$ cat src/core/acr_pkg.sv
// constants, register map and carrier types for the converter control block
//
// Behaviour
// - Analog-enable bits 3:0 make matching port-5 pins analog inputs when set.
// - Control bit 7 picks reference: 0 supply and port pin, 1 shared pin.
// - Shared pin priority: reference highest, timer clock middle, port I/O lowest.
// - Clock field 6:5 selects divide by 4, 16, 64 or ring oscillator.
// - Writing 1 to run bit 4 starts one conversion on selected channel.
// - Hardware clears run bit at completion; software writing 0 does nothing.
// - Power bit 3: 1 converter operates, 0 reference network switched off.
// - Channel field 1:0 selects analog pin 0 to 3 in order.
// - Channel changes only while done flag and run bit are both low.
// - Calibration bit 7 enables offset correction when set.
// - Calibration bit 6 gives correction sign: 0 negative, 1 positive.
// - Offset field 5:3 selects correction in two-LSB steps, 0 to 14.
// - Calibration bits 2:0 are unimplemented and read zero.
// - Completion loads result, clears run bit and sets done flag together.
// - Upper result register reads result bits 11:4.
// - High nibble register holds bits 11:8, low byte register bits 7:0.
// - Done flag bit 5 set by hardware, cleared by software writing 0 to it, never set by software.
// - Status register reads as its contents ANDed with the mask register.
// - Wake enable bit 3 lets a completed conversion wake the chip.
// - Wake enable bit 1 lets a port-5 input change wake the chip.
// - Status bits 7,6,4,2,0 and select bits 7:4 read zero.
package acr_pkg;

    ////////////////////////////////////////////////////////////////////////////
    // register byte addresses
    localparam logic [4:0] ACR_ADDR_PIN_SEL = 5'h00;
    localparam logic [4:0] ACR_ADDR_CTRL = 5'h04;
    localparam logic [4:0] ACR_ADDR_CAL = 5'h08;
    localparam logic [4:0] ACR_ADDR_RES_UP = 5'h0C;
    localparam logic [4:0] ACR_ADDR_RES_HI = 5'h10;
    localparam logic [4:0] ACR_ADDR_RES_LO = 5'h14;
    localparam logic [4:0] ACR_ADDR_STATUS = 5'h18;
    localparam logic [4:0] ACR_ADDR_MASK = 5'h1C;

    ////////////////////////////////////////////////////////////////////////////
    // field positions
    localparam int ACR_CTRL_REF_BIT = 7;
    localparam int ACR_CTRL_DIV_LO = 5;
    localparam int ACR_CTRL_RUN_BIT = 4;
    localparam int ACR_CTRL_PWR_BIT = 3;
    localparam int ACR_CTRL_CH_LO = 0;
    localparam int ACR_CAL_EN_BIT = 7;
    localparam int ACR_CAL_SIGN_BIT = 6;
    localparam int ACR_CAL_MAG_LO = 3;
    localparam int ACR_ST_DONE_BIT = 5;
    localparam int ACR_ST_CWAKE_BIT = 3;
    localparam int ACR_ST_PWAKE_BIT = 1;

    ////////////////////////////////////////////////////////////////////////////
    // reset values
    localparam logic [3:0] ACR_PIN_SEL_RST = 4'h0;
    localparam logic [1:0] ACR_DIV_RST = 2'h0;
    localparam logic [7:0] ACR_MASK_RST = 8'h00;
    localparam logic [11:0] ACR_RESULT_RST = 12'h000;

    ////////////////////////////////////////////////////////////////////////////
    // clock divider codes
    localparam logic [1:0] ACR_DIV_4 = 2'h0;
    localparam logic [1:0] ACR_DIV_16 = 2'h1;
    localparam logic [1:0] ACR_DIV_64 = 2'h2;
    localparam logic [1:0] ACR_DIV_RING = 2'h3;

    typedef enum logic [1:0] {
        ACR_ST_IDLE = 2'b00,
        ACR_ST_BUSY = 2'b01
    } acr_state_t;

    // request toward the analog core
    typedef struct packed {
        logic start;
        logic [1:0] channel;
        logic [1:0] clk_div;
        logic power_on;
        logic ref_from_pin;
        logic offset_en;
        logic offset_positive;
        logic [2:0] offset_magnitude;
    } acr_core_req_t;

    // answer from the analog core
    typedef struct packed {
        logic done;
        logic [11:0] result;
    } acr_core_rsp_t;

    // pin function steering
    typedef struct packed {
        logic [3:0] analog_enable;
        logic shared_is_ref;
        logic shared_is_timer;
        logic shared_is_port;
    } acr_pin_ctl_t;

endpackage

$ cat src/core/acr_top.sv
// converter control registers with classic wishbone slave
//
// The address map and register access over Wishbone are this design's own decisions.
`timescale 1ns/1ps
module acr_top
    import acr_pkg::*;
(
    input wire logic clk_i,                 // core clock
    input wire logic rst_i,                 // synchronous reset, high
    input wire logic wb_cyc_i,              // bus cycle
    input wire logic wb_stb_i,              // strobe
    input wire logic wb_we_i,               // write enable
    input wire logic [4:0] wb_adr_i,        // byte address
    input wire logic [3:0] wb_sel_i,        // byte lanes
    input wire logic [31:0] wb_dat_i,       // write data
    output logic [31:0] wb_dat_o,           // read data
    output logic wb_ack_o,                  // acknowledge
    input wire acr_core_rsp_t core_rsp_i,   // done strobe and result
    output acr_core_req_t core_req_o,       // controls to analog core
    input wire logic timer_source_sel_i,    // timer source select from timer block
    input wire logic port_change_i,         // port-5 change level from pins
    output acr_pin_ctl_t pin_ctl_o,         // pin function steering
    output logic wake_o                     // wake request to sleep control
);

    typedef struct packed {
        acr_state_t state;
        logic [3:0] pin_sel;
        logic ref_sel;
        logic [1:0] div;
        logic power_on;
        logic [1:0] channel;
        logic cal_en;
        logic cal_sign;
        logic [2:0] cal_mag;
        logic [11:0] result;
        logic done_flag;
        logic conv_wake_en;
        logic port_wake_en;
        logic [7:0] mask;
        logic start;
        logic ack;
        logic [7:0] rdata;
        logic [1:0] chg_sync;
    } acr_regs_t;

    acr_regs_t r_reg;
    acr_regs_t r_next;
    logic [7:0] wbyte;
    logic req;
    logic wr;
    logic [7:0] status_raw;
    logic running;

    ////////////////////////////////////////////////////////////////////////////
    // decode helpers
    assign req = wb_cyc_i & wb_stb_i & ~r_reg.ack;
    assign wr = req & wb_we_i & wb_sel_i[0];
    assign wbyte = wb_dat_i[7:0];
    assign running = (r_reg.state == ACR_ST_BUSY);

    always_comb begin
        status_raw = 8'h00; // unused bits stay zero
        status_raw[ACR_ST_DONE_BIT] = r_reg.done_flag;
        status_raw[ACR_ST_CWAKE_BIT] = r_reg.conv_wake_en;
        status_raw[ACR_ST_PWAKE_BIT] = r_reg.port_wake_en;
    end

    ////////////////////////////////////////////////////////////////////////////
    // next state
    always_comb begin
        r_next = r_reg;
        r_next.start = 1'b0;
        r_next.ack = req;
        r_next.chg_sync = {r_reg.chg_sync[0], port_change_i};

        if (req && !wb_we_i) begin
            case (wb_adr_i)
                ACR_ADDR_PIN_SEL: begin
                    r_next.rdata = {4'h0, r_reg.pin_sel};
                end
                ACR_ADDR_CTRL: begin
                    r_next.rdata = {r_reg.ref_sel, r_reg.div, running, r_reg.power_on, 1'b0, r_reg.channel};
                end
                ACR_ADDR_CAL: begin
                    r_next.rdata = {r_reg.cal_en, r_reg.cal_sign, r_reg.cal_mag, 3'h0};
                end
                ACR_ADDR_RES_UP: begin
                    r_next.rdata = r_reg.result[11:4];
                end
                ACR_ADDR_RES_HI: begin
                    r_next.rdata = {4'h0, r_reg.result[11:8]};
                end
                ACR_ADDR_RES_LO: begin
                    r_next.rdata = r_reg.result[7:0];
                end
                ACR_ADDR_STATUS: begin
                    r_next.rdata = status_raw & r_reg.mask;
                end
                ACR_ADDR_MASK: begin
                    r_next.rdata = r_reg.mask;
                end
                default: begin
                    r_next.rdata = 8'h00;
                end
            endcase
        end

        if (wr) begin
            case (wb_adr_i)
                ACR_ADDR_PIN_SEL: begin
                    r_next.pin_sel = wbyte[3:0];
                end
                ACR_ADDR_CTRL: begin
                    r_next.ref_sel = wbyte[ACR_CTRL_REF_BIT];
                    r_next.div = wbyte[ACR_CTRL_DIV_LO +: 2];
                    r_next.power_on = wbyte[ACR_CTRL_PWR_BIT];
                    if (!r_reg.done_flag && !running) begin
                        r_next.channel = wbyte[ACR_CTRL_CH_LO +: 2];
                    end
                    // a zero leaves the run bit alone
                    if (wbyte[ACR_CTRL_RUN_BIT] && !running) begin
                        r_next.state = ACR_ST_BUSY;
                        r_next.start = 1'b1;
                    end
                end
                ACR_ADDR_CAL: begin
                    r_next.cal_en = wbyte[ACR_CAL_EN_BIT];
                    r_next.cal_sign = wbyte[ACR_CAL_SIGN_BIT];
                    r_next.cal_mag = wbyte[ACR_CAL_MAG_LO +: 3];
                end
                ACR_ADDR_STATUS: begin
                    if (!wbyte[ACR_ST_DONE_BIT]) begin
                        r_next.done_flag = 1'b0;
                    end
                    r_next.conv_wake_en = wbyte[ACR_ST_CWAKE_BIT];
                    r_next.port_wake_en = wbyte[ACR_ST_PWAKE_BIT];
                end
                ACR_ADDR_MASK: begin
                    r_next.mask = wbyte;
                end
                default: begin
                    r_next.mask = r_reg.mask;
                end
            endcase
        end

        // completion after any software clear, so the set wins
        case (r_reg.state)
            ACR_ST_BUSY: begin
                if (core_rsp_i.done) begin
                    r_next.result = core_rsp_i.result;
                    r_next.state = ACR_ST_IDLE;
                    r_next.done_flag = 1'b1;
                end
            end
            ACR_ST_IDLE: begin
                r_next.state = r_next.state;
            end
            default: begin
                r_next.state = ACR_ST_IDLE;
            end
        endcase
    end

    ////////////////////////////////////////////////////////////////////////////
    // state register
    always_ff @(posedge clk_i) begin
        if (rst_i) begin
            r_reg <= '0;
            r_reg.state <= ACR_ST_IDLE;
            r_reg.pin_sel <= ACR_PIN_SEL_RST;
            r_reg.div <= ACR_DIV_RST;
            r_reg.mask <= ACR_MASK_RST;
            r_reg.result <= ACR_RESULT_RST;
        end else begin
            r_reg <= r_next;
        end
    end

    ////////////////////////////////////////////////////////////////////////////
    // outputs
    assign wb_ack_o = r_reg.ack;
    assign wb_dat_o = {24'h000000, r_reg.rdata};

    always_comb begin
        core_req_o.start = r_reg.start;
        core_req_o.channel = r_reg.channel;
        core_req_o.clk_div = r_reg.div;
        core_req_o.power_on = r_reg.power_on;
        core_req_o.ref_from_pin = r_reg.ref_sel;
        core_req_o.offset_en = r_reg.cal_en;
        core_req_o.offset_positive = r_reg.cal_sign;
        core_req_o.offset_magnitude = r_reg.cal_mag;
        pin_ctl_o.analog_enable = r_reg.pin_sel;
        // reference beats timer clock beats port I/O
        pin_ctl_o.shared_is_ref = r_reg.ref_sel;
        pin_ctl_o.shared_is_timer = ~r_reg.ref_sel & timer_source_sel_i;
        pin_ctl_o.shared_is_port = ~r_reg.ref_sel & ~timer_source_sel_i;
    end

    assign wake_o = (r_reg.done_flag & r_reg.conv_wake_en) | (r_reg.chg_sync[1] & r_reg.port_wake_en);

endmodule

$ cat config.mk
export PLATFORM = sky130hd
export DESIGN_NAME = acr_top
export DESIGN_NICKNAME = d
export VERILOG_FILES = /design/src/core/acr_pkg.sv /design/src/core/acr_top.sv
export SDC_FILE = /design/constraint.sdc
export NUM_CORES = 1
export LEC_CHECK = 0
export ABC_AREA = 1
export BUFFER_PORTS_ARGS = -buffer_cell sky130_fd_sc_hd__buf_2
export CORE_ASPECT_RATIO = 1.1
export CORE_MARGIN = 5
export CORE_UTILIZATION = 54
export CTS_BUF_LIST = sky130_fd_sc_hd__clkbuf_2 sky130_fd_sc_hd__clkbuf_4 sky130_fd_sc_hd__clkbuf_8
export CTS_CLUSTER_SIZE = 20
export DETAILED_ROUTE_END_ITERATION = 6
export PLACE_DENSITY = 0.88
export SLEW_MARGIN = 10
export SYNTH_ARGS = -nofsm -noshare
export SYNTH_HDL_FRONTEND = slang
export SYNTH_SLANG_ARGS = --single-unit
$ cat constraint.sdc
create_clock -name clk_i -period 2 [get_ports clk_i]
set_input_delay 0.2 -clock clk_i [delete_from_list [all_inputs] [get_ports clk_i]]
set_output_delay 0.2 -clock clk_i [all_outputs]
set_load 0.05 [all_outputs]
## Word level (Yosys, flattened, before mapping)

Index checks and enable logic that the tools add are counted.

| storage, ports and cells | value |
|---|---|
| word-level logic and storage cells | 75 |
| register bits after elaboration | 52 |
| input bits | 61 |
| output and inout bits | 53 |

| operators by class | value |
|---|---|
| bitwise gates (word level) | 15 |
| equal/unequal tests | 8 |
| reduce and logical (&&, ||, !) cells | 16 |
| muxes and demuxes | 18 |

Operators with widths:

| cell | number |
|---|---|
| one-hot mux 8 bit (8 select lines) | 1 |
| equality test 5 bit, second input constant | 4 |
| two-way mux 17 bit | 1 |
| two-way mux 12 bit | 1 |
| AND reduction 2 bit | 6 |
| equality test 5 x 4 -> 1 bit, second input constant | 2 |
| bitwise AND 1 bit | 8 |
| bitwise AND 6 x 8 -> 8 bit | 1 |
| two-way mux 2 bit | 4 |
| two-way mux 8 bit | 1 |
| two-way mux 6 bit | 1 |
| equality test 5 x 3 -> 1 bit, second input constant | 1 |
| zero test 5 bit | 1 |
| two-way mux 1 bit | 5 |
| two-way mux 5 bit | 1 |
| NOT 1 bit | 5 |
| two-way mux 4 bit | 1 |
| one-hot mux 2 bit (2 select lines) | 1 |
| logical AND 1 bit | 3 |
| zero test 1 bit | 3 |
| two-way mux 3 bit | 1 |
| AND reduction 3 bit | 1 |
| OR reduction 3 bit | 1 |
| equality test 2 x 1 -> 1 bit, second input constant | 1 |
| other kinds (2) | 2 |

## Longest topological paths before layout

Gate-level depths: netlist of run 1.

| depth | value |
|---|---|
| depth after elaboration | 8 |
| depth in mapped cells | 10 |
| depth with buffers taken out | 10 |

## Least setup slack after synthesis of run 1

OpenSTA, ideal clock, no wires.

| timing | value |
|---|---|
| path kind | register to register |
| start point | register r_reg, in the netlist wb_ack_o |
| end point | register r_reg[13] in the netlist's numbering |
| arrival time | 1.328 ns |
| data required time | 1.884 ns |
| path buffers | 0 |
| clock period less this slack | 1.444 ns |
| path slack | 0.556 ns |
| stages on the path, launching flop included | 8 |
| cell sequence | dfxtp_1 > nor2_1 > nand3_1 > inv_1 > nand2_2 > inv_2 > nor2_1 > nor2_1 |

| between the ends | value |
|---|---|
| cells in the longest elaborated chain, start to end | 5 |

RTL lines:

| what | RTL line | source |
|---|---|---|
| start, declared | acr_top.sv:47 | `acr_regs_t r_reg;` |
| start signal, assigned | acr_top.sv:177 | `r_reg <= r_next;` |
| NOT 1 bit | acr_top.sv:57 | `assign req = wb_cyc_i & wb_stb_i & ~r_reg.ack;` |
| bitwise AND 1 bit | acr_top.sv:57 |  |
| bitwise AND 1 bit (2 in series) | acr_top.sv:58 | `assign wr = req & wb_we_i & wb_sel_i[0];` |
| AND reduction 2 bit (no line) | -- |  |

No other way between the ends.
A chain may end at the register's enable or synchronous reset.

## Worst setup path in the final report of run 1

| timing | value |
|---|---|
| start point | register r_reg[51] in the netlist's numbering |
| end point | register r_reg[28] in the netlist's numbering |

| between the ends | value |
|---|---|
| cells in the longest elaborated chain, start to end | 2 |

RTL lines:

| what | RTL line | source |
|---|---|---|
| equality test 2 x 1 -> 1 bit | acr_top.sv:149 | `case (r_reg.state)` |
| AND reduction 2 bit (no line) | -- |  |

No other way between the ends.

==> impl_metrics.tcl, run 1 <==
set metrics [dict create \
    clock_path_buffers 2 \
    ir_worst_vdd_uv 509 \
    start_util_pct 55.8 \
    die_area_um2 6750 \
    nNetsFinal 496 \
    grt_max_degree 29 \
    wl_um 6580 \
    cp-end-kind "register" \
    synthSimpleGateAreaFrac_pct 33.1 \
    totalPowerFinal_mw 2.12 \
    setup_viol 0 \
    synth_top_cell_by_area "dfxtp_1" \
    post-dp-hpwl_um 4920 \
    rr_startpoint "r_reg[51]$_SDFF_PP0_" \
    finalClockSkew_ns 0.00459 \
    rows 27 \
    yosys_warnings 0 \
    tritoncts "built" \
    holdWs_ns 0.0945 \
    utilization_pct 59.6 \
    power_frac_comb_pct 12.0 \
    maxSlewHeadroom_pct 53.7 \
    crit_type "register to register" \
    drive_gt1_share_pct 20.5 \
    hold_buffers 0 \
    num_vias 2594 \
    design_area_um2 3000 \
    ys_seq_area_share_pct 37.1 \
    n_antenna_cell 0 \
    r2r_slack_ns 0.44 \
    cts-root-buf "clkbuf_8" \
    cts.repair.resized 0 \
    gp_congestion 0.858 \
    muxShareOfSynthArea_pct 0 \
    synth_seq_cells 52 \
    h-tree-depth 2 \
    grt_overflow 0 \
    portBuffers 62 \
    crit_path_start "r_reg[51]$_SDFF_PP0_" \
    syn_area_per_cell_um2 6.99 \
    area_delta_synth_final_pct 6.86 \
    clk_latency_ns 0.30 \
    grt_pass1_wl_um 10500 \
    p_per_area_nw_per_um2 707 \
    synth_compound_area_share_pct 9.80 \
    synthAdderAreaFrac_pct 0 \
    arrival_ns 1.75 \
    grt_pass1_vias 2245 \
    largest_reg_flops 26 \
    firstDrtPassIters 5 \
    critical_path_depth 6 \
    cp_max_fo 15 \
    r2r_cells 6 \
    worst_pin_slew_ns 0.694 \
    final.period_utilization_pct 78.1 \
    synth_area_leaders "dfxtp_1 37%, buf_4 14%, nor2_1 9.4%" \
    drt_iter0_drc 196 \
    place_area_um2 2870 \
    status "completed" \
    synthCells 402 \
    rsz0062_at_grt "no" \
    seqPwrFrac_pct 49.1 \
    yosysTopAreaCellShare_pct 37.1 \
    routedWlPerCell_um 13.3 \
    cts.sinks 52 \
    crit_buf_inv 2 \
    clkPwrFrac_pct 39.0 \
    sw_frac_of_total_pct 25.7 \
    p_leak_nw 1.44 \
    hold_viol 0 \
    slew_viol_final 0 \
    vias_per_cell 5.26 \
    cp_slowest_cell "nand2_1" \
    gr-usage-all-layers_pct 19.3 \
    post_cts_buffers 0 \
    worstSetupStartpointType "register" \
    syn_area_um2 2810 \
    synth_xor_area_share_pct 0 \
    synthDistinctLibCells 25 \
    intPower_mw 1.58 \
    fin_tns_setup_ns 0 \
    io_pins 114 \
    drc 0 \
    slowest_delay_ns 0.37 \
    crit_family "simple AND/OR/NAND/NOR gates" \
    max-cap-violations 0 \
    crit_required_ns 2.18 \
    cp_cell_sequence "inv_1 > nand2_1 > inv_1 > nand2_1 > o21ai_0 > a21oi_1" \
    clk_pin_slew_ns 0.09 \
    p_sw_mw 0.546 \
    synth_top_family_by_area "simple AND/OR/NAND/NOR gates" \
    numCtsBuffers 5 \
    hold_path.class "input port to register" \
    ant_nets 0 \
    core_area_um2 5030 \
    die_w_um 78.8 \
    fmax_ghz 0.640 \
    reg2reg_to "r_reg[28]$_SDFFE_PP0P_" \
    antenna_found_initial 0 \
    min_period_ns 1.56 \
    die_h_um 85.6 \
    critPathCapture "r_reg[28]$_SDFFE_PP0P_" \
]
-- worst min-delay path by stage --
| stage | start | endpoint | slack, ns | cells after the start |
|---|---|---|---|---|
| floorplan | rst_i | r_reg[23]$_SDFFE_PP0P_ | 0.27 | 1 |
| global placement | port_change_i | r_next[1]$_SDFF_PP0_ | 0.40 | 3 |
| detailed placement | port_change_i | r_next[1]$_SDFF_PP0_ | 0.41 | 3 |
| CTS | port_change_i | r_next[1]$_SDFF_PP0_ | 0.09 | 3 |
| global route | port_change_i | r_next[1]$_SDFF_PP0_ | 0.08 | 3 |
| finish | port_change_i | r_next[1]$_SDFF_PP0_ | 0.09 | 3 |
-- cell usage after synthesis (all sizes together) --
cell type / count
a21oi: 23
a22o: 1
a31oi: 1
buf: 57
clkbuf: 8
conb: 1
dfxtp: 52
inv: 29
nand2: 69
nand3: 17
nand3b: 1
nand4: 33
nor2: 76
nor3: 5
o21ai: 29
-- power by group through the flow --
stage | clock network [mW] | logic, mW | registers [mW]
detailed placement | 0 | 0.250 | 1.07
CTS | 0.837 | 0.251 | 1.04
floorplan | 0 | 0.224 | 1.07
finish | 0.828 | 0.254 | 1.04
global route | 0.893 | 0.270 | 1.04
global placement | 0 | 0.248 | 1.07
-- placed cells by master (no fill, tap or decap), drive strengths merged --
cell type	netlist	layout
a21oi	23	23
a22o	1	1
a31oi	1	1
buf	57	67
bufinv	0	2
clkbuf	8	5
conb	1	25
dfxtp	52	52
inv	29	29
nand2	69	69
nand3	17	17
nand3b	1	1
nand4	33	33
nor2	76	76
nor3	5	5
o21ai	29	29
-- worst register-to-register path, stage by stage, from the launching register on --
cell	delay (ns)
dfxtp_1	0.32
inv_1	0.05
nand2_1	0.10
inv_1	0.27
nand2_1	0.37
o21ai_0	0.28
a21oi_1	0.06
-- per-stage QoR --
| step | instances | worst slack [ns] |
|---|---|---|
| 2_1_floorplan | 426 | 0.556 |
| 3_3_place_gp | 486 | 0.488 |
| 3_5_place_dp | 486 | 0.457 |
| 4_1_cts | 493 | 0.444 |
| 5_1_grt | 493 | 0.197 |
| 6_report | 493 | 0.438 |
-- area by class of cell --
type                            instances  area [um^2]
Sequential cell                        52         1040
Inverter                               29          111
Timing Repair Buffer                   67          348
Multi-Input combinational cell        280         1300
Fill cell                             473         2030
Clock buffer                            5         68.8
Tap cell                               58         72.6
Clock inverter                          2         60.1
-- logic make-up (layout without fill, tap and decap cells) --
kind of cell | after synthesis | in the layout
simple gates | 201 | 201
buf+inv | 94 | 103
compound gates | 54 | 54
flops | 52 | 52
other cells | 1 | 25
-- routing by layer --
metal	global-route usage (%)	share of wire, %	vias up
li1	-	-	1304
met1	24.4	42	1176
met2	33.4	49	106
met3	3.36	7.6	8
met4	5.88	1.5	0
met5	0	0	-
Note: power is estimated with default switching activity, not from simulation.
==> inputs of run 2 (changes only) <==
--- a/config.mk
+++ b/config.mk
@@ -5,15 +5,15 @@
 export SDC_FILE = /design/constraint.sdc
 export NUM_CORES = 1
 export LEC_CHECK = 0
-export ABC_AREA = 1
+export ABC_AREA = 0
 export BUFFER_PORTS_ARGS = -buffer_cell sky130_fd_sc_hd__buf_2
 export CORE_ASPECT_RATIO = 1.1
 export CORE_MARGIN = 5
-export CORE_UTILIZATION = 54
+export CORE_UTILIZATION = 49
 export CTS_BUF_LIST = sky130_fd_sc_hd__clkbuf_2 sky130_fd_sc_hd__clkbuf_4 sky130_fd_sc_hd__clkbuf_8
 export CTS_CLUSTER_SIZE = 20
 export DETAILED_ROUTE_END_ITERATION = 6
-export PLACE_DENSITY = 0.88
+export PLACE_DENSITY = 0.82
 export SLEW_MARGIN = 10
 export SYNTH_ARGS = -nofsm -noshare
 export SYNTH_HDL_FRONTEND = slang
==> constraint.sdc (replaced) <==
create_clock -name clk_i -period 1.5 [get_ports clk_i]
set_input_delay 0.15 -clock clk_i [delete_from_list [all_inputs] [get_ports clk_i]]
set_output_delay 0.15 -clock clk_i [all_outputs]
set_load 0.05 [all_outputs]
==> impl_metrics.tcl, run 2 <==
set metrics [dict create \
    synth-edff-count 0 \
    cp_cell_sequence "and3b_2 > nand3_4 > buf_4 > o31ai_1 > a21oi_2" \
    synth_top_family_by_area "simple AND/OR/NAND/NOR gates" \
    wl_um 5990 \
    core_area_um2 5330 \
    min_period_ns 1.46 \
    yosys_warnings 0 \
    yosysTopAreaCellShare_pct 39.2 \
    ant_nets 0 \
    crit_required_ns 1.70 \
    cp-end-kind "register" \
    synthAdderAreaFrac_pct 0 \
    clk_latency_ns 0.30 \
    nNetsFinal 404 \
    n_antenna_cell 0 \
    numCtsBuffers 5 \
    crit_type "register to register" \
    drt_iter0_drc 208 \
    grt_pass1_vias 1966 \
    final_common_cell "buf_2" \
    ys_seq_area_share_pct 39.2 \
    synth_seq_cells 52 \
    synth_flop_cell "dfxtp_1" \
    synthSimpleGateAreaFrac_pct 17.6 \
    tritoncts "built" \
    vias_per_cell 4.99 \
    clock_path_buffers 2 \
    gr-usage-all-layers_pct 17.9 \
    synth_xor_area_share_pct 0 \
    p_leak_nw 1.39 \
    cts.sinks 52 \
    drc 0 \
    synth_most_common_cell "dfxtp_1" \
    die_h_um 87.2 \
    area_delta_synth_final_pct 13.9 \
    layout_common_cells "62 x buf_2, 51 x dfxtp_1, 31 x mux2i_1, 30 x nor2_1, 30 x nand2_1" \
    die_w_um 80.2 \
    dp_slack_ns -0.0186 \
    worstSetupStartpointType "register" \
    h-tree-depth 2 \
    drive_gt1_share_pct 29.4 \
    grt_max_degree 34 \
    setup_viol 0 \
    max-cap-violations 0 \
    syn_area_per_cell_um2 8.94 \
    finalClockSkew_ns 0.00585 \
    firstDrtPassIters 5 \
    slew_viol_final 0 \
    start_util_pct 49.9 \
    post_cts_buffers 0 \
    ys_async_sr_fraction_pct 0 \
    cts-root-buf "clkbuf_8" \
    final.period_utilization_pct 97.6 \
    rsz0062_at_grt "yes" \
    yosys-top-cells-count "52 x dfxtp_1, 49 x buf_4, 31 x mux2i_1, 30 x nand2_1, 30 x nor2_1" \
    largest_reg_flops 26 \
    antenna_found_initial 0 \
    hold_path.class "input port to register" \
    hold_viol 0 \
    post-dp-hpwl_um 4640 \
    routedWlPerCell_um 14.3 \
    io_pins 114 \
    synth_top_cell_by_area "dfxtp_1" \
    cp_max_fo 5 \
    synth_area_leaders "dfxtp_1 39%, buf_4 14%, mux2i_1 12%" \
    grt_overflow 0 \
    muxShareOfSynthArea_pct 13.8 \
    synth_compound_area_share_pct 12.6 \
    num_vias 2091 \
    die_area_um2 6990 \
    synthCells 297 \
    rows 28 \
    syn_area_um2 2660 \
    worst_slack_ns 0.0353 \
    fin_cells 419 \
    grt_pass1_wl_um 9740 \
    status "completed" \
    ir_worst_vdd_uv 567 \
    synthDistinctLibCells 44 \
    place_inst 411 \
    p_per_area_nw_per_um2 912 \
    slowest_delay_ns 0.35 \
    hold_buffers 0 \
    gp_congestion 0.875 \
    cp_slowest_cell "dfxtp_4" \
    fmax_ghz 0.683 \
    clk_pin_slew_ns 0.09 \
    portBuffers 62 \
    arrival_ns 1.66 \
]
==> run 2: power breakdown <==
| part | internal (mW) | switching [mW] | leakage (nW) |
|---|---|---|---|
| logic | 0.0860 | 0.255 | 0.906 |
| clock network | 0.589 | 0.441 | 0.0645 |
| registers | 1.38 | 0.00339 | 0.420 |
| total | 2.06 | 0.700 | 1.39 |
==> run 2: critical path, delay by kind of cell, from the launching register on <==
kind / cells / cell delay (ns)
and+or+nand+nor: 2 / 0.43
AOI/OAI and AO/OA: 2 / 0.40
DFF: 1 / 0.35
buffers and inverters: 1 / 0.18
==> run 2: cell families after synthesis <==
group | after synthesis
AND/OR/NAND/NOR | 92
AO/OA/AOI/OAI | 51
flip-flops | 52
other | 1
buffers and inverters | 66
multiplexers | 35
==> run 2: routing by layer <==
metal / vias up / GRT usage, % / routed length, um
li1: 1045 / - / -
met1: 966 / 24.1 / 2590
met2: 72 / 28.7 / 2930
met3: 8 / 3.62 / 381
met4: 0 / 5.84 / 85
met5: - / 0 / 0
==> run 2: area by class of cell <==
type	instances	area, um^2
fill	515	2300
multi-input combinational	203	1290
sequential	52	1040
timing repair buffer	79	463
clock buffer	7	96.3
tap	75	93.8
clock inverter	1	30.0
inverter	2	7.51
==> run 2: worst paths after layout <==
path                                      startpoint                         end  slack [ns]  cells past startpoint
worst max-delay path             wb_ack_o$_SDFF_PP0_  core_req_o[9]$_SDFFE_PP0P_        0.04                      5
worst min-delay path                   port_change_i        r_next[1]$_SDFF_PP0_        0.05                      2
worst max register to register   wb_ack_o$_SDFF_PP0_  core_req_o[9]$_SDFFE_PP0P_        0.04                      5
worst min register to register  r_reg[51]$_SDFF_PP0_        r_reg[50]$_SDFF_PP0_        0.45                      1
==> run 2: repair_timing <==
action / 4_1_cts / 5_1_grt
setup endpoints to repair: 3 / 3
pin swaps: 0 / 2
gates resized for setup: 1 / 6
==> run 2: metrics by stage <==
| step | cell area [um^2] | total power [mW] | hold WS (ns) | utilization [%] | TNS [ns] |
|---|---|---|---|---|---|
| finish | 3030 | 2.76 | 0.0483 | 56.8 | 0 |
| global route | 3030 | 2.87 | 0.0565 | 56.8 | -0.00563 |
| global placement | 2870 | 1.75 | 0.364 | 53.9 | -0.00357 |
| floorplan | 2750 | 1.71 | 0.278 | - | -0.0253 |
| CTS | 3000 | 2.79 | 0.0432 | 56.3 | 0 |
| detailed placement | 2870 | 1.76 | 0.367 | 53.9 | -0.0351 |
==> inputs of run 3 (changes only) <==
--- a/config.mk
+++ b/config.mk
@@ -8,9 +8,8 @@
 export ABC_AREA = 0
 export BUFFER_PORTS_ARGS = -buffer_cell sky130_fd_sc_hd__buf_2
 export CORE_ASPECT_RATIO = 1.1
-export CORE_MARGIN = 5
 export CORE_UTILIZATION = 49
-export CTS_BUF_LIST = sky130_fd_sc_hd__clkbuf_2 sky130_fd_sc_hd__clkbuf_4 sky130_fd_sc_hd__clkbuf_8
+export CTS_BUF_LIST = sky130_fd_sc_hd__clkbuf_8
 export CTS_CLUSTER_SIZE = 20
 export DETAILED_ROUTE_END_ITERATION = 6
 export PLACE_DENSITY = 0.82
==> impl_metrics.tcl, run 3 (synthesized netlist as in run 2, its figures left out) <==
set metrics [dict create \
    ir_worst_vdd_uv 391 \
    die_w_um 72.2 \
    p_leak_nw 1.38 \
    core_area_um2 5100 \
    p_per_area_nw_per_um2 852 \
    intPower_mw 1.84 \
    area_delta_synth_final_pct 12.4 \
    post-dp-hpwl_um 4360 \
    clkPwrFrac_pct 32.2 \
    grt_max_degree 18 \
    p_sw_mw 0.704 \
    crit_required_ns 1.69 \
    grt_pass1_wl_um 9120 \
    cts.sinks 52 \
    die_h_um 79.2 \
    fin_tns_setup_ns 0 \
    totalPowerFinal_mw 2.54 \
    clk_pin_slew_ns 0.09 \
    sw_frac_of_total_pct 27.7 \
    drc 0 \
    seqPwrFrac_pct 54.5 \
    cp-end-kind "register" \
    worstHoldStart "port_change_i" \
    portBuffers 62 \
    whs_endpoint "r_next[1]$_SDFF_PP0_" \
    fmax_ghz 0.692 \
    utilization_pct 58.5 \
    wl_um 5630 \
    grt_overflow 0 \
    vias_per_cell 5.01 \
    io_pins 114 \
    clock_path_buffers 2 \
    reg2reg_to "r_reg[22]$_SDFF_PP0_" \
    h-tree-depth 2 \
    finalClockSkew_ns 0.0123 \
    r2r_slack_ns 0.05 \
    grt_pass1_vias 1950 \
    final.period_utilization_pct 96.4 \
    drive_gt1_share_pct 28.9 \
    crit_type "register to register" \
    start_util_pct 52.0 \
    worst_slack_ns 0.0543 \
    slew_viol_final 0 \
    dp_slack_ns -0.00191 \
    layout_common_cells "62 x buf_2, 51 x dfxtp_1, 31 x mux2i_1, 30 x nor2_1, 30 x nand2_1" \
    drt_iter0_drc 95 \
    max-cap-violations 0 \
    status "completed" \
    final_common_cell "buf_2" \
    nNetsFinal 406 \
    min_period_ns 1.45 \
    arrival_ns 1.64 \
    gp_congestion 0.800 \
    firstDrtPassIters 4 \
    clk_latency_ns 0.31 \
    holdPathStages 2 \
    numCtsBuffers 5 \
    n_antenna_cell 0 \
    setup_viol 0 \
    cp_max_fo 3 \
    hold_viol 0 \
    r2r_cells 5 \
    rr_startpoint "wb_ack_o$_SDFF_PP0_" \
    hold_path.class "input port to register" \
    rows 27 \
    hold_buffers 0 \
    antenna_found_initial 0 \
    power_frac_comb_pct 13.3 \
    tritoncts "built" \
    largest_reg_flops 26 \
    worstSetupStartpointType "register" \
    gr-usage-all-layers_pct 20.9 \
    cts-root-buf "clkbuf_8" \
    die_area_um2 5720 \
    routedWlPerCell_um 13.5 \
    num_vias 2094 \
    ant_nets 0 \
]
-- run 3: worst max-delay path by stage --
stage                              startpoint                         end  cells after the start
after floorplan           wb_ack_o$_SDFF_PP0_  core_req_o[9]$_SDFFE_PP0P_                      5
after global placement    wb_ack_o$_SDFF_PP0_  core_req_o[9]$_SDFFE_PP0P_                      4
after detailed placement  wb_ack_o$_SDFF_PP0_  core_req_o[9]$_SDFFE_PP0P_                      4
after CTS                 wb_ack_o$_SDFF_PP0_  core_req_o[9]$_SDFFE_PP0P_                      4
after global routing      wb_ack_o$_SDFF_PP0_    wb_dat_o[0]$_SDFFE_PP0P_                      6
final                     wb_ack_o$_SDFF_PP0_        r_reg[22]$_SDFF_PP0_                      5
-- run 3: area by class of cell --
| cell class | count | area (um^2) |
|---|---|---|
| sequential | 52 | 1040 |
| clock inverter | 2 | 10.0 |
| tap | 72 | 90.1 |
| timing repair buffer | 81 | 465 |
| inverter | 2 | 7.51 |
| clock buffer | 6 | 82.6 |
| multi-input combinational | 203 | 1280 |
| fill | 448 | 2120 |
-- run 3: per-stage QoR --
stage / hold WS [ns] / instances / cell area (um^2)
floorplan: 0.278 / 321 / 2750
global placement: 0.373 / 409 / 2860
detailed placement: 0.377 / 409 / 2860
CTS: 0.0573 / 417 / 2960
global route: 0.0524 / 418 / 2980
finish: 0.0584 / 418 / 2980
-- run 3: critical path: stages (launching register included) --
cell	delay, ns
dfxtp_4	0.35
and3b_2	0.27
buf_4	0.13
nand4_1	0.23
o21ai_0	0.25
a21oi_1	0.08
-- run 3: repair_timing --
item | in CTS | in global routing
setup endpoints to repair | 3 | 9
resized for setup | 1 | 3
setup buffers | 0 | 1
-- run 3: per-layer routing --
| layer | global-route usage (%) | wire length [um] | up-vias |
|---|---|---|---|
| li1 | - | - | 1050 |
| met1 | 26.1 | 2550 | 954 |
| met2 | 34.3 | 2640 | 79 |
| met3 | 4.31 | 306 | 11 |
| met4 | 9.41 | 130 | 0 |
| met5 | 0 | 0 | - |
-- run 3: power groups by stage --
stage / combinational (mW) / sequential (mW) / clock, mW
floorplan: 0.286 / 1.42 / 0
global placement: 0.325 / 1.42 / 0
detailed placement: 0.327 / 1.42 / 0
CTS: 0.330 / 1.39 / 0.825
global route: 0.364 / 1.39 / 0.885
finish: 0.339 / 1.39 / 0.818
